File: src/hw/spp_pkg.sv
// Constants and types shared by the serial port and its bench
package spp_pkg;

  // Mode codes held in the two-bit mode field
  localparam logic [1:0] MODE_SYNC    = 2'h0;
  localparam logic [1:0] MODE_UART8   = 2'h1;
  localparam logic [1:0] MODE_FIXED9  = 2'h2;
  localparam logic [1:0] MODE_VAR9    = 2'h3;

  // Baud source select codes, timers 1 to 4
  localparam logic [1:0] SEL_TIMER1   = 2'h0;
  localparam logic [1:0] SEL_TIMER2   = 2'h1;
  localparam logic [1:0] SEL_TIMER3   = 2'h2;
  localparam logic [1:0] SEL_TIMER4   = 2'h3;

  // Core clock rate
  localparam int         CLOCK_MHZ    = 100;

  // Synchronous mode: twelve core clocks per bit
  localparam logic [3:0] SYNC_LAST    = 4'hB;
  localparam logic [3:0] SYNC_PRE_RISE = 4'h5;
  localparam logic [3:0] SYNC_RISE    = 4'h6;

  // Asynchronous modes: sixteen sub-ticks per bit
  localparam logic [3:0] OS_LAST      = 4'hF;
  localparam logic [3:0] OS_MID       = 4'h7;

  // Sub-tick prescale: 64/16, 32/16, timer 1 32/16, and 16/16
  localparam logic [2:0] DIV_FIXED_SLOW = 3'h4;
  localparam logic [2:0] DIV_FIXED_FAST = 3'h2;
  localparam logic [2:0] DIV_T1_SLOW    = 3'h2;
  localparam logic [2:0] DIV_NONE       = 3'h1;

  // Bits per frame, and counts of bits left
  localparam logic [3:0] BITS_SYNC    = 4'h8;
  localparam logic [3:0] BITS_UART8   = 4'hA;
  localparam logic [3:0] BITS_UART9   = 4'hB;
  localparam logic [3:0] BITS_STOP    = 4'h2;
  localparam logic [3:0] BITS_ONE     = 4'h1;

  // Reset values
  localparam logic       TX_LINE_IDLE = 1'b1;
  localparam logic [7:0] RX_BUF_RESET = 8'h00;

  typedef enum logic [1:0] {
    ST_IDLE,
    ST_ASYNC,
    ST_SYNC,
    ST_SYNC_FIN
  } spp_tx_state_type;

  typedef enum logic {
    ARX_IDLE,
    ARX_RUN
  } spp_rx_state_type;

endpackage : spp_pkg

File: src/hw/spp_serial_port.sv
// Serial port with synchronous and asynchronous modes
`timescale 1ns/100ps

module spp_serial_port #(
  parameter int DATA_W    = 8,
  parameter int BUF_DEPTH = 2
) (
  // Clock and reset
  input  wire logic              CLOCK,
  input  wire logic              RST_N,
  // Control bits
  input  wire logic [1:0]        MODE,
  input  wire logic              RX_ENABLE_BIT,
  input  wire logic              MULTIPROC_MODE_BIT,
  input  wire logic              BAUD_DOUBLE_BIT,
  input  wire logic              TX_NINTH_BIT,
  input  wire logic [1:0]        TX_BAUD_SEL,
  input  wire logic [1:0]        RX_BAUD_SEL,
  input  wire logic              INT_ENABLE,
  input  wire logic [7:0]        SLAVE_ADDR,
  input  wire logic [7:0]        ADDR_MASK,
  // Done flags and interrupt
  input  wire logic              TX_DONE_CLEAR,
  input  wire logic              RX_DONE_CLEAR,
  output logic                   TX_DONE_FLAG,
  output logic                   RX_DONE_FLAG,
  output logic                   INT_REQ,
  // Timer 1 to 4 overflow pulses
  input  wire logic [3:0]        TIMER_OVERFLOW,
  // Serial buffer, write and read sides
  input  wire logic              TX_WR_VALID,
  input  wire logic [DATA_W-1:0] TX_WR_DATA,
  output logic                   TX_WR_READY,
  output logic [7:0]             RX_BUFFER,
  output logic                   RX_NINTH_BIT,
  // Pins
  input  wire logic              SERIAL_RX_PIN_IN,
  output logic                   SERIAL_RX_PIN_OUT,
  output logic                   SERIAL_RX_PIN_OE,
  output logic                   SERIAL_TX_PIN
);

  localparam int PTR_W = (BUF_DEPTH > 1) ? $clog2(BUF_DEPTH) : 1;

  // Prescale from source pulses to sixteen sub-ticks per bit
  function automatic logic [2:0] tick_div(input logic [1:0] mode,
                                          input logic       dbl,
                                          input logic [1:0] sel);
    if (mode == spp_pkg::MODE_FIXED9) begin
      tick_div = dbl ? spp_pkg::DIV_FIXED_FAST : spp_pkg::DIV_FIXED_SLOW;
    end else if (sel == spp_pkg::SEL_TIMER1 && !dbl) begin
      tick_div = spp_pkg::DIV_T1_SLOW;
    end else begin
      tick_div = spp_pkg::DIV_NONE;
    end
  endfunction : tick_div

  function automatic logic tick_src(input logic [1:0] mode,
                                    input logic [1:0] sel,
                                    input logic [3:0] ovf);
    // Fixed mode counts core clocks, the others timer rollovers
    if (mode == spp_pkg::MODE_FIXED9) begin
      tick_src = 1'b1;
    end else begin
      tick_src = ovf[sel];
    end
  endfunction : tick_src

  // Pointers wrap at the depth, which need not be a power of two
  function automatic logic [PTR_W-1:0] ptr_inc(input logic [PTR_W-1:0] p);
    ptr_inc = (p == PTR_W'(BUF_DEPTH - 1)) ? '0 : p + 1'b1;
  endfunction : ptr_inc

  // Transmit buffer
  // Two entries let software queue two bytes while one is on the line
  logic [DATA_W-1:0] buf_mem [BUF_DEPTH];
  logic [PTR_W-1:0]  wr_ptr;
  logic [PTR_W-1:0]  rd_ptr;
  logic [PTR_W:0]    buf_count;

  // Baud prescalers
  logic [2:0]        tx_pre;
  logic [2:0]        rx_pre;

  // Transmit and synchronous engine
  spp_pkg::spp_tx_state_type tx_state;
  logic [10:0]       tx_shift;
  logic [3:0]        tx_left;
  logic [3:0]        tx_os;
  logic [3:0]        sy_cnt;
  logic              sy_rx;

  // Asynchronous receiver
  spp_pkg::spp_rx_state_type rx_state;
  logic [10:0]       rx_shift;
  logic [3:0]        rx_left;
  logic [3:0]        rx_os;
  logic              rx_pin_last;

  // Decoding
  wire               is_sync     = MODE == spp_pkg::MODE_SYNC;
  wire               is_uart8    = MODE == spp_pkg::MODE_UART8;
  wire [3:0]         frame_bits  = is_uart8 ? spp_pkg::BITS_UART8
                                            : spp_pkg::BITS_UART9;
  wire               buf_valid   = buf_count != '0;
  wire               buf_push    = TX_WR_VALID && TX_WR_READY;
  wire               buf_pop     = tx_state == spp_pkg::ST_IDLE && buf_valid;
  wire [DATA_W-1:0]  buf_head    = buf_mem[rd_ptr];
  wire [PTR_W:0]     next_count  = buf_count + {{PTR_W{1'b0}}, buf_push}
                                             - {{PTR_W{1'b0}}, buf_pop};

  wire               tx_src      = tick_src(MODE, TX_BAUD_SEL, TIMER_OVERFLOW);
  wire               rx_src      = tick_src(MODE, RX_BAUD_SEL, TIMER_OVERFLOW);
  wire [2:0]         tx_div      = tick_div(MODE, BAUD_DOUBLE_BIT,
                                            TX_BAUD_SEL);
  wire [2:0]         rx_div      = tick_div(MODE, BAUD_DOUBLE_BIT,
                                            RX_BAUD_SEL);
  wire               tx_tick     = tx_src && tx_pre == tx_div - 3'h1;
  wire               rx_tick     = rx_src && rx_pre == rx_div - 3'h1;

  wire               async_end   = tx_state == spp_pkg::ST_ASYNC && tx_tick
                                   && tx_os == spp_pkg::OS_LAST;
  wire               sync_end    = tx_state == spp_pkg::ST_SYNC
                                   && sy_cnt == spp_pkg::SYNC_LAST;
  wire               sync_start  = tx_state == spp_pkg::ST_IDLE && is_sync
                                   && !buf_valid && RX_ENABLE_BIT
                                   && !RX_DONE_FLAG;
  wire               tx_done_set = (async_end && tx_left == spp_pkg::BITS_STOP)
                                   || (sync_end && !sy_rx
                                   && tx_left == spp_pkg::BITS_ONE);

  wire [10:0]        rx_frame    = {SERIAL_RX_PIN_IN, rx_shift[10:1]};
  // A level start would retrigger on a low stop bit; wait for a fall
  wire               rx_start    = !is_sync && RX_ENABLE_BIT && rx_pin_last
                                   && !SERIAL_RX_PIN_IN;
  wire               rx_sample   = rx_state == spp_pkg::ARX_RUN && rx_tick
                                   && rx_os == spp_pkg::OS_MID;
  wire               rx_false    = rx_sample && rx_left == frame_bits
                                   && SERIAL_RX_PIN_IN;
  wire               rx_last     = rx_sample && rx_left == spp_pkg::BITS_ONE;
  wire [7:0]         rx_data     = is_uart8 ? rx_frame[9:2] : rx_frame[8:1];
  // Mode 1 keeps the stop bit as ninth, the 9-bit modes skip the stop bit
  wire               rx_ninth    = is_uart8 ? rx_frame[10] : rx_frame[9];
  wire               addr_match  = ((rx_data ^ SLAVE_ADDR) & ADDR_MASK) == 8'h00;
  wire               rx_accept   = rx_last && !RX_DONE_FLAG
                                   && (!MULTIPROC_MODE_BIT
                                   || (rx_ninth && (is_uart8 || addr_match)));
  wire               sync_rx_set = tx_state == spp_pkg::ST_SYNC_FIN;
  wire               rx_done_set = rx_accept || sync_rx_set;

  // Set wins over a clear in the same cycle
  wire               next_tx_done = tx_done_set
                                    || (TX_DONE_FLAG && !TX_DONE_CLEAR);
  wire               next_rx_done = rx_done_set
                                    || (RX_DONE_FLAG && !RX_DONE_CLEAR);

  // Buffer storage needs no reset; occupancy does
  always_ff @(posedge CLOCK) begin
    if (buf_push) begin
      buf_mem[wr_ptr] <= TX_WR_DATA;
    end
  end

  always_ff @(posedge CLOCK) begin
    if (!RST_N) begin
      wr_ptr      <= '0;
      rd_ptr      <= '0;
      buf_count   <= '0;
      TX_WR_READY <= 1'b0;
    end else begin
      if (buf_push) begin
        wr_ptr <= ptr_inc(wr_ptr);
      end
      if (buf_pop) begin
        rd_ptr <= ptr_inc(rd_ptr);
      end
      buf_count   <= next_count;
      TX_WR_READY <= next_count != (PTR_W + 1)'(BUF_DEPTH);
    end
  end

  // Prescalers turn source pulses into sixteenth-of-bit ticks
  // They free-run, so a first bit may end up to one step early
  always_ff @(posedge CLOCK) begin
    if (!RST_N) begin
      tx_pre <= 3'h0;
      rx_pre <= 3'h0;
    end else begin
      if (tx_src) begin
        tx_pre <= tx_tick ? 3'h0 : tx_pre + 3'h1;
      end
      if (rx_src) begin
        rx_pre <= rx_tick ? 3'h0 : rx_pre + 3'h1;
      end
    end
  end

  // Transmit engine, also runs the half-duplex synchronous mode
  // Mode and rate inputs are read live; change them only between frames
  always_ff @(posedge CLOCK) begin
    if (!RST_N) begin
      tx_state          <= spp_pkg::ST_IDLE;
      tx_shift          <= 11'h7FF;
      tx_left           <= 4'h0;
      tx_os             <= 4'h0;
      sy_cnt            <= 4'h0;
      sy_rx             <= 1'b0;
      SERIAL_TX_PIN     <= spp_pkg::TX_LINE_IDLE;
      SERIAL_RX_PIN_OE  <= 1'b0;
    end else begin
      case (tx_state)
        spp_pkg::ST_IDLE: begin
          tx_os  <= 4'h0;
          sy_cnt <= 4'h0;
          if (buf_pop && is_sync) begin
            tx_state         <= spp_pkg::ST_SYNC;
            tx_shift         <= {3'h7, buf_head[7:0]};
            tx_left          <= spp_pkg::BITS_SYNC;
            sy_rx            <= 1'b0;
            SERIAL_RX_PIN_OE <= !buf_head[0];
            SERIAL_TX_PIN    <= 1'b0;
          end else if (buf_pop) begin
            tx_state      <= spp_pkg::ST_ASYNC;
            tx_shift      <= {1'b1, is_uart8 ? 1'b1 : TX_NINTH_BIT,
                              buf_head[7:0], 1'b0};
            tx_left       <= frame_bits;
            SERIAL_TX_PIN <= 1'b0;
          end else if (sync_start) begin
            tx_state      <= spp_pkg::ST_SYNC;
            tx_left       <= spp_pkg::BITS_SYNC;
            sy_rx         <= 1'b1;
            SERIAL_TX_PIN <= 1'b0;
          end
        end
        spp_pkg::ST_ASYNC: begin
          if (tx_tick) begin
            tx_os <= tx_os + 4'h1;
          end
          if (async_end) begin
            tx_shift      <= {1'b1, tx_shift[10:1]};
            tx_left       <= tx_left - 4'h1;
            SERIAL_TX_PIN <= tx_shift[1];
            if (tx_left == spp_pkg::BITS_ONE) begin
              tx_state      <= spp_pkg::ST_IDLE;
              SERIAL_TX_PIN <= spp_pkg::TX_LINE_IDLE;
            end
          end
        end
        spp_pkg::ST_SYNC: begin
          sy_cnt        <= sync_end ? 4'h0 : sy_cnt + 4'h1;
          // Clock high for the second half of each bit
          SERIAL_TX_PIN <= sy_cnt >= spp_pkg::SYNC_PRE_RISE && !sync_end;
          // Receive samples on the first high clock cycle
          if (sy_rx && sy_cnt == spp_pkg::SYNC_RISE) begin
            tx_shift[7:0] <= {SERIAL_RX_PIN_IN, tx_shift[7:1]};
          end
          if (sync_end && !sy_rx) begin
            tx_shift         <= {1'b1, tx_shift[10:1]};
            SERIAL_RX_PIN_OE <= !tx_shift[1]
                                && tx_left != spp_pkg::BITS_ONE;
          end
          if (sync_end) begin
            tx_left <= tx_left - 4'h1;
            if (tx_left == spp_pkg::BITS_ONE) begin
              tx_state      <= sy_rx ? spp_pkg::ST_SYNC_FIN
                                     : spp_pkg::ST_IDLE;
              SERIAL_TX_PIN <= spp_pkg::TX_LINE_IDLE;
            end
          end
        end
        spp_pkg::ST_SYNC_FIN: begin
          tx_state <= spp_pkg::ST_IDLE;
        end
        default: begin
          tx_state <= spp_pkg::ST_IDLE;
        end
      endcase
    end
  end

  // Asynchronous receiver; a glitch shorter than half a bit is dropped
  always_ff @(posedge CLOCK) begin
    if (!RST_N) begin
      rx_state <= spp_pkg::ARX_IDLE;
      rx_shift <= 11'h000;
      rx_left  <= 4'h0;
      rx_os    <= 4'h0;
      // Idle line level, so reset leaves no false falling edge
      rx_pin_last <= 1'b1;
    end else begin
      rx_pin_last <= SERIAL_RX_PIN_IN;
      case (rx_state)
        spp_pkg::ARX_IDLE: begin
          rx_os <= 4'h0;
          if (rx_start) begin
            rx_state <= spp_pkg::ARX_RUN;
            rx_left  <= frame_bits;
          end
        end
        spp_pkg::ARX_RUN: begin
          if (rx_tick) begin
            rx_os <= rx_os + 4'h1;
          end
          if (rx_sample) begin
            rx_shift <= rx_frame;
            rx_left  <= rx_left - 4'h1;
          end
          if (rx_false || rx_last || is_sync || !RX_ENABLE_BIT) begin
            rx_state <= spp_pkg::ARX_IDLE;
          end
        end
        default: begin
          rx_state <= spp_pkg::ARX_IDLE;
        end
      endcase
    end
  end

  // Receive holding register, flags and interrupt
  // Interrupt follows the next flag values, so it rises with them
  always_ff @(posedge CLOCK) begin
    if (!RST_N) begin
      RX_BUFFER         <= spp_pkg::RX_BUF_RESET;
      RX_NINTH_BIT      <= 1'b0;
      TX_DONE_FLAG      <= 1'b0;
      RX_DONE_FLAG      <= 1'b0;
      INT_REQ           <= 1'b0;
      SERIAL_RX_PIN_OUT <= 1'b0;
    end else begin
      if (rx_accept) begin
        RX_BUFFER    <= rx_data;
        RX_NINTH_BIT <= rx_ninth;
      end else if (sync_rx_set) begin
        RX_BUFFER <= tx_shift[7:0];
      end
      TX_DONE_FLAG      <= next_tx_done;
      RX_DONE_FLAG      <= next_rx_done;
      INT_REQ           <= INT_ENABLE && (next_tx_done || next_rx_done);
      // Open drain: only a low level is ever driven
      SERIAL_RX_PIN_OUT <= 1'b0;
    end
  end

endmodule : spp_serial_port

File: config.mk
export PLATFORM = sky130hd
export DESIGN_NAME = spp_serial_port
export DESIGN_NICKNAME = d
export VERILOG_FILES = /design/src/hw/spp_pkg.sv /design/src/hw/spp_serial_port.sv
export SDC_FILE = /design/constraint.sdc
export NUM_CORES = 1
export LEC_CHECK = 0
export ABC_AREA = 1
export BUFFER_PORTS_ARGS = -buffer_cell sky130_fd_sc_hd__buf_2
export CORE_MARGIN = 4
export CORE_UTILIZATION = 40
export DETAILED_ROUTE_END_ITERATION = 6
export PLACE_DENSITY = 0.66
export SLEW_MARGIN = 10
export SYNTH_ARGS = -nofsm -noshare
export SYNTH_HDL_FRONTEND = slang
export SYNTH_SLANG_ARGS = --single-unit
export TNS_END_PERCENT = 5
File: constraint.sdc
create_clock -name CLOCK -period 4.2 [get_ports CLOCK]
set_input_delay 0.21 -clock CLOCK [delete_from_list [all_inputs] [get_ports CLOCK]]
set_output_delay 0.21 -clock CLOCK [all_outputs]
set_load 0.02 [all_outputs]
**Yosys cells after proc, flatten, opt, wreduce, memory -nomap -nowiden**

Memories as Yosys holds them, arrays and structs flattened. A register that Yosys moved wholly into a read port is not among the register bits.
Index checks and enable logic that the tools add are counted.

- Flip-flop bits (word level): 72
- Bits in latches: 0
- RAM bits: 16
- Bits in read-only memories: 0
- Bits of input ports: 45
- Output and inout port bits: 16
- Logic and storage cells: 226
- Memories: 1

- Add/subtract/negate cells: 13
- $mul: 0
- Divide/modulo/power cells: 0
- $lt $le $gt $ge: 3
- Eq/ne operators: 31
- Shift-type cells: 0
- Multiplexer cells: 72
- Bitwise operators: 3
- Reduce and logical (&&, ||, !) cells: 78

Memory list:

| memory | depth | width | rd ports | clocked after memory_dff | wr ports | line | source |
|---|---|---|---|---|---|---|---|
| buf_mem | 2 | 8 | 1 | 1 | 1 | spp_serial_port.sv:76 | `logic [DATA_W-1:0] buf_mem [BUF_DEPTH];` |

Operators by type and width:

| kind | count |
|---|---|
| $mux 11 | 4 |
| $mux 4 | 10 |
| $logic_and 1x1->1 | 34 |
| $pmux 11 s3 | 1 |
| $mux 8 | 4 |
| $pmux 4 s2 | 4 |
| $mux 1 | 27 |
| $mux 2 | 10 |
| $mux 3 | 5 |
| $ne 2x1->1 const B | 7 |
| $logic_not 1->1 | 13 |
| $add 4x1->4 const B | 3 |
| $pmux 4 s3 | 1 |
| $reduce_and 4->1 | 3 |
| $logic_or 1x1->1 | 10 |
| $ne 2x2->1 const B | 5 |
| $reduce_bool 2->1 | 5 |
| $reduce_and 3->1 | 3 |
| $and 8x8->8 | 1 |
| $eq 4x1->1 const B | 2 |
| $eq 4x3->1 const B | 2 |
| $eq 4x4->1 const B | 2 |
| $logic_not 2->1 | 4 |
| $logic_not 8->1 | 1 |
| other kinds (26) | 39 |

**Logic depth before layout (Yosys ltp)**

- Depth after elaboration: 16
- Mapped depth: 16
- Mapped depth without buffers: 14

**Worst setup path after synthesis**

OpenSTA, ideal clock, no wires.

- Path kind: reg2reg
- From: register tx_state[0]
- To: register tx_shift[6]
- Library setup time: 117 ps
- Arrival time: 1782 ps
- Data required time: 4083 ps
- Path slack: 2301 ps
- Stages on the path, launching flop included: 12
- Buffers on the path: 0
- Clock period less this slack: 1899 ps
- Path through: dfxtp_1 inv_1 ha_1 inv_1 nor2_2 inv_1 nor2_8 clkinv_1 o21ai_0 a21oi_1 o21ai_0 nand2_1

- Longest elaborated chain between the ends: 5
- Elaborated cells between the ends (all ways): 17
- Classes of those cells: eq/ne (5); mux (3); reduce/logical (9)

RTL lines:

| what | line | source |
|---|---|---|
| start, declared | spp_serial_port.sv:86 | `spp_pkg::spp_tx_state_type tx_state;` |
| start signal, assigned | spp_serial_port.sv:202 | `tx_state <= spp_pkg::ST_IDLE;` |
| start signal, assigned | spp_serial_port.sv:216 | `tx_state <= spp_pkg::ST_SYNC;` |
| start signal, assigned | spp_serial_port.sv:223 | `tx_state <= spp_pkg::ST_ASYNC;` |
| $logic_not 2->1 (*) | spp_serial_port.sv:107 | `wire buf_pop = tx_state == spp_pkg::ST_IDLE && buf_valid;` |
| $logic_and 1x1->1 (*) | spp_serial_port.sv:107 |  |
| via buf_pop | spp_serial_port.sv:107 |  |
| $logic_and 1x1->1 | spp_serial_port.sv:215 | `if (buf_pop && is_sync) begin` |
| $ne 3x2->1 (no source line) / $mux 11 (equally long branches) | n/a |  |
| $reduce_and 4->1 (no source line) / $pmux 11 s3 (equally long branches) | n/a |  |
| end signal, assigned | spp_serial_port.sv:217 | `tx_shift <= {3'h7, buf_head[7:0]};` |
| end signal, assigned | spp_serial_port.sv:224 | `tx_shift <= {1'b1, is_uart8 ? 1'b1 : TX_NINTH_BIT,` |
| end signal, assigned | spp_serial_port.sv:240 | `tx_shift <= {1'b1, tx_shift[10:1]};` |
| end, declared | spp_serial_port.sv:87 | `logic [10:0] tx_shift;` |

The timed path passes the listed nets; every way through them passes the cells marked *. The select of a mux whose other input is x is not followed.
A chain may end at the register's enable or synchronous reset.

**Final worst setup path**

Same ends and word-level chain as after synthesis.

==> results by group <==
Routing
  – Initial DRC Count: 406
  – DRC: 0
  – Vias post-DR: 4484
  – DR vias/cell: 5.18
  – Drt pass-1 iters: 6
  – Antenna-violating nets left: 0
  – Per-cell routed wire length: 13.6 um
  – Post-Route WL: 11700 um

Pwr
  – Switch Pwr: 0.00128 W
  – LEAKAGE: 2.54 nW
  – Total internal power: 0.00196 W
  – Clk pwr share: 27.1%
  – Switching share of power: 39.5%
  – Power Dens Cells: 589 mW/mm2
  – Max VDD drop: 0.266 mV
  – Comb pwr share: 38.3%
  – Seq pwr share: 34.6%

Clocking
  – CTS Buf Count: 9
  – Post-CTS setup buffer count: 0
  – Post-cts gate resize count: 0
  – CTS clk-pin slew, worst paths: 0.07 ns
  – Number of H-tree levels: 3
  – Clock Latency Late Sink: 0.35 ns
  – Root buffer cell: clkbuf_16
  – Clock Sink Count: 87
  – Cts hold-fix bufs: 0
  – CTS tree: built
  – Clk buf depth: 2

Yosys
  – Main combinational cell family by area after synthesis: simple AND/OR/NAND/NOR gates
  – Proportion of synthesized area in mux cells: 1.07%
  – Synth Area in XOR/XNOR: 0.914%
  – Ys flop type: dfxtp_1
  – Adder-cell share of the synthesized area: 5.22%
  – Top cell type's share of synthesized area: 29.7%
  – Synthesis warning total: 0
  – Compound-Gate Fraction of Synth Area: 13.5%
  – Synth Area in Simple Gates: 30.6%
  – Most frequent cell after synthesis: nand2_1
  – Mapped cell area: 0.00479 mm2
  – Most instantiated cells after synthesis: nand2_1, nand3_1, inv_1
  – Distinct cells, synth: 46
  – Synth Register Bits: 87
  – Synth area leader: dfxtp_1
  – EDFF count, synth: 16
  – Post-Synthesis Cells: 666
  – Syn_area_per_cell: 7.20 um2
  – Synth async-reset ratio: 0%
  – Synth area leaders: dfxtp_1, nand2_1, edfxtp_1, nand3_1, inv_1
  – Seq/Total Area, Yosys: 39.7%
  – Syn nets: 731

GRT
  – Largest net degree at the start of global routing: 39
  – Initial antenna violation count: 0
  – Grt ovf: 0
  – Vias in the first global route: 4370
  – GRT Total Usage: 17.6%
  – Global-route wire length before repair: 20100 um

Layout
  – Design area: 0.00550 mm2
  – Antenna cells: 0
  – Multi-input gate area: 0.00246 mm2
  – Area Growth Syn to Fin: 14.7%
  – Layout cell share with drive strength beyond 1: 13.9%
  – FF/Latch Area: 0.00190 mm2
  – Fin nets: 782
  – Number of fill cells: 1140

Timing
  – Hold_ws: 0.0465 ns
  – Worst-Margin Slew: 1.07 ns
  – Max Clock Freq: 453 MHz
  – Slew HR: 28.6%
  – Slew Limit Fails: 0
  – Post-Route Setup TNS: 0 ns
  – Unrepaired setup endpoints after global routing: no
  – Fin crit share: 52.5%
  – Final hold vios: 0
  – Setup Skew: 0.0103 ns
  – Min Clock Period, post-route: 2.21 ns
  – Final setup viols: 0

Floorplan
  – I/O pins: 61
  – Initial cell density of the core: 41.4%
  – DIE AREA: 0.0138 mm2
  – Die Y: 117 um
  – Row count: 39
  – Core footprint: 0.0116 mm2
  – Die width: 117 um

Critical path
  – Internal reg-to-reg setup slack: 1.99 ns
  – Crit-path cells: inv_1 > ha_1 > inv_1 > nor2_2 > inv_1 > nor2_8 > clkinv_1 > o21ai_0 > a21oi_1 > o21ai_0 > nand2_1
  – Crit start category: flop
  – CP Buf/Inv Count: 4
  – Most frequent CP cell: inv_1
  – Worst Setup Path Type: flop to flop
  – CP endpoint kind: flop
  – Slowest stage delay, CP: 0.35 ns
  – Crit path max-delay family: buffers and inverters
  – Largest fanout on the critical path: 10
  – Worst path arrival time: 2.44 ns
  – Worst EP required: 4.44 ns
  – Slowest-stage cell, CP: dfxtp_1

Placed design
  – Global placement routability congestion: 0.895
  – IO Port Bufs: 59
  – Cell Area, Placed: 0.00517 mm2
  – Detailed placement HPWL: 8750 um

Run
  – MaxCap Viol Count: 0

Min path
  – Hold crit path type: primary input to flop

Outcome
  – Status: finished, final reports clean
==> cells by family (layout without fill, tap and decap cells) <==
group | Yosys count | in the layout
simple gates | 324 | 324
compound gates | 117 | 117
buf+inv | 107 | 163
flops | 87 | 87
fa+ha+maj | 20 | 20
xor+xnor | 5 | 5
mux | 5 | 5
other cells | 1 | 1
==> stage by stage <==
step	util [%]	setup slack [ns]	std cells	power [W]
after floorplan	-	2.30	666	0.00206
after global placement	44.7	2.13	849	0.00233
after detailed placement	44.7	1.99	849	0.00236
after CTS	47.6	1.99	865	0.00325
after global routing	47.6	1.76	865	0.00350
final	47.6	1.99	865	0.00324
==> layer usage <==
layer  track usage, %  up-vias  routed length (um)
met1             21.2     2041                5330
met2             30.1      113                5450
met5                0        -                   0
met3             4.37       25                 692
met4             6.89        0                 276
li1                 -     2305                   -
==> cells in the final DEF, fill, tap and decap left out, drive strengths merged <==
cell      netlist  final
nand4           9      9
buf             9     59
o22ai           1      1
inv            86     89
xnor2           1      1
clkbuf         10      9
o211ai          2      2
dfxtp          71     71
conb            1      1
a211oi          2      2
bufinv          0      2
ha             20     20
edfxtp         16     16
nor3            7      7
a21oi          57     57
o2111ai         1      1
o31ai           1      1
nand3          83     83
clkinvlp        0      1
nand3b          3      3
o21ai          39     39
nor2           42     42
mux2i           4      4
nor3b           2      2
a221oi          1      1
o32ai           1      1
o221ai          1      1
or2             4      4
clkinv          2      3
a32o            5      5
mux2            1      1
nand2         174    174
xor2            4      4
a31o            1      1
a31oi           5      5
==> final cells by class <==
class	instances	area share (%)
multi-input combinational	472	44.8
sequential	87	34.6
inverter	88	6.05
timing repair buffer	59	5.37
clock buffer	9	4.09
tap	143	3.25
clock inverter	7	1.87
==> power by group through the flow <==
stage               sequential, W  combinational [W]  clock [W]
global placement          0.00113            0.00120          0
global route              0.00114            0.00143   0.000927
detailed placement        0.00114            0.00122          0
finish                    0.00112            0.00124   0.000879
floorplan                 0.00112           0.000939          0
CTS                       0.00112            0.00123   0.000901
==> sequential cells by signal, indices dropped and copies added (netlist names), 2 cells and up, named ones only <==
name and cells:
tx_left 4, buf_count 2, tx_state 2, tx_os 4, rx_shift 9, rx_os 4
tx_shift 11, rx_pre 3, RX_BUFFER 8, rx_left 4, tx_pre 3, buf_mem 16
sy_cnt 4
==> final timing paths <==
| path | from | end | cells past startpoint |
|---|---|---|---|
| hold / removal | TX_WR_DATA[4] | buf_mem[0][4] | 1 |
| hold reg to reg | rd_ptr | rd_ptr | 1 |
| setup / recovery | tx_state[0] | tx_shift[6] | 11 |
| setup reg to reg | tx_state[0] | tx_shift[6] | 11 |
(Power assumes the default switching activity.)
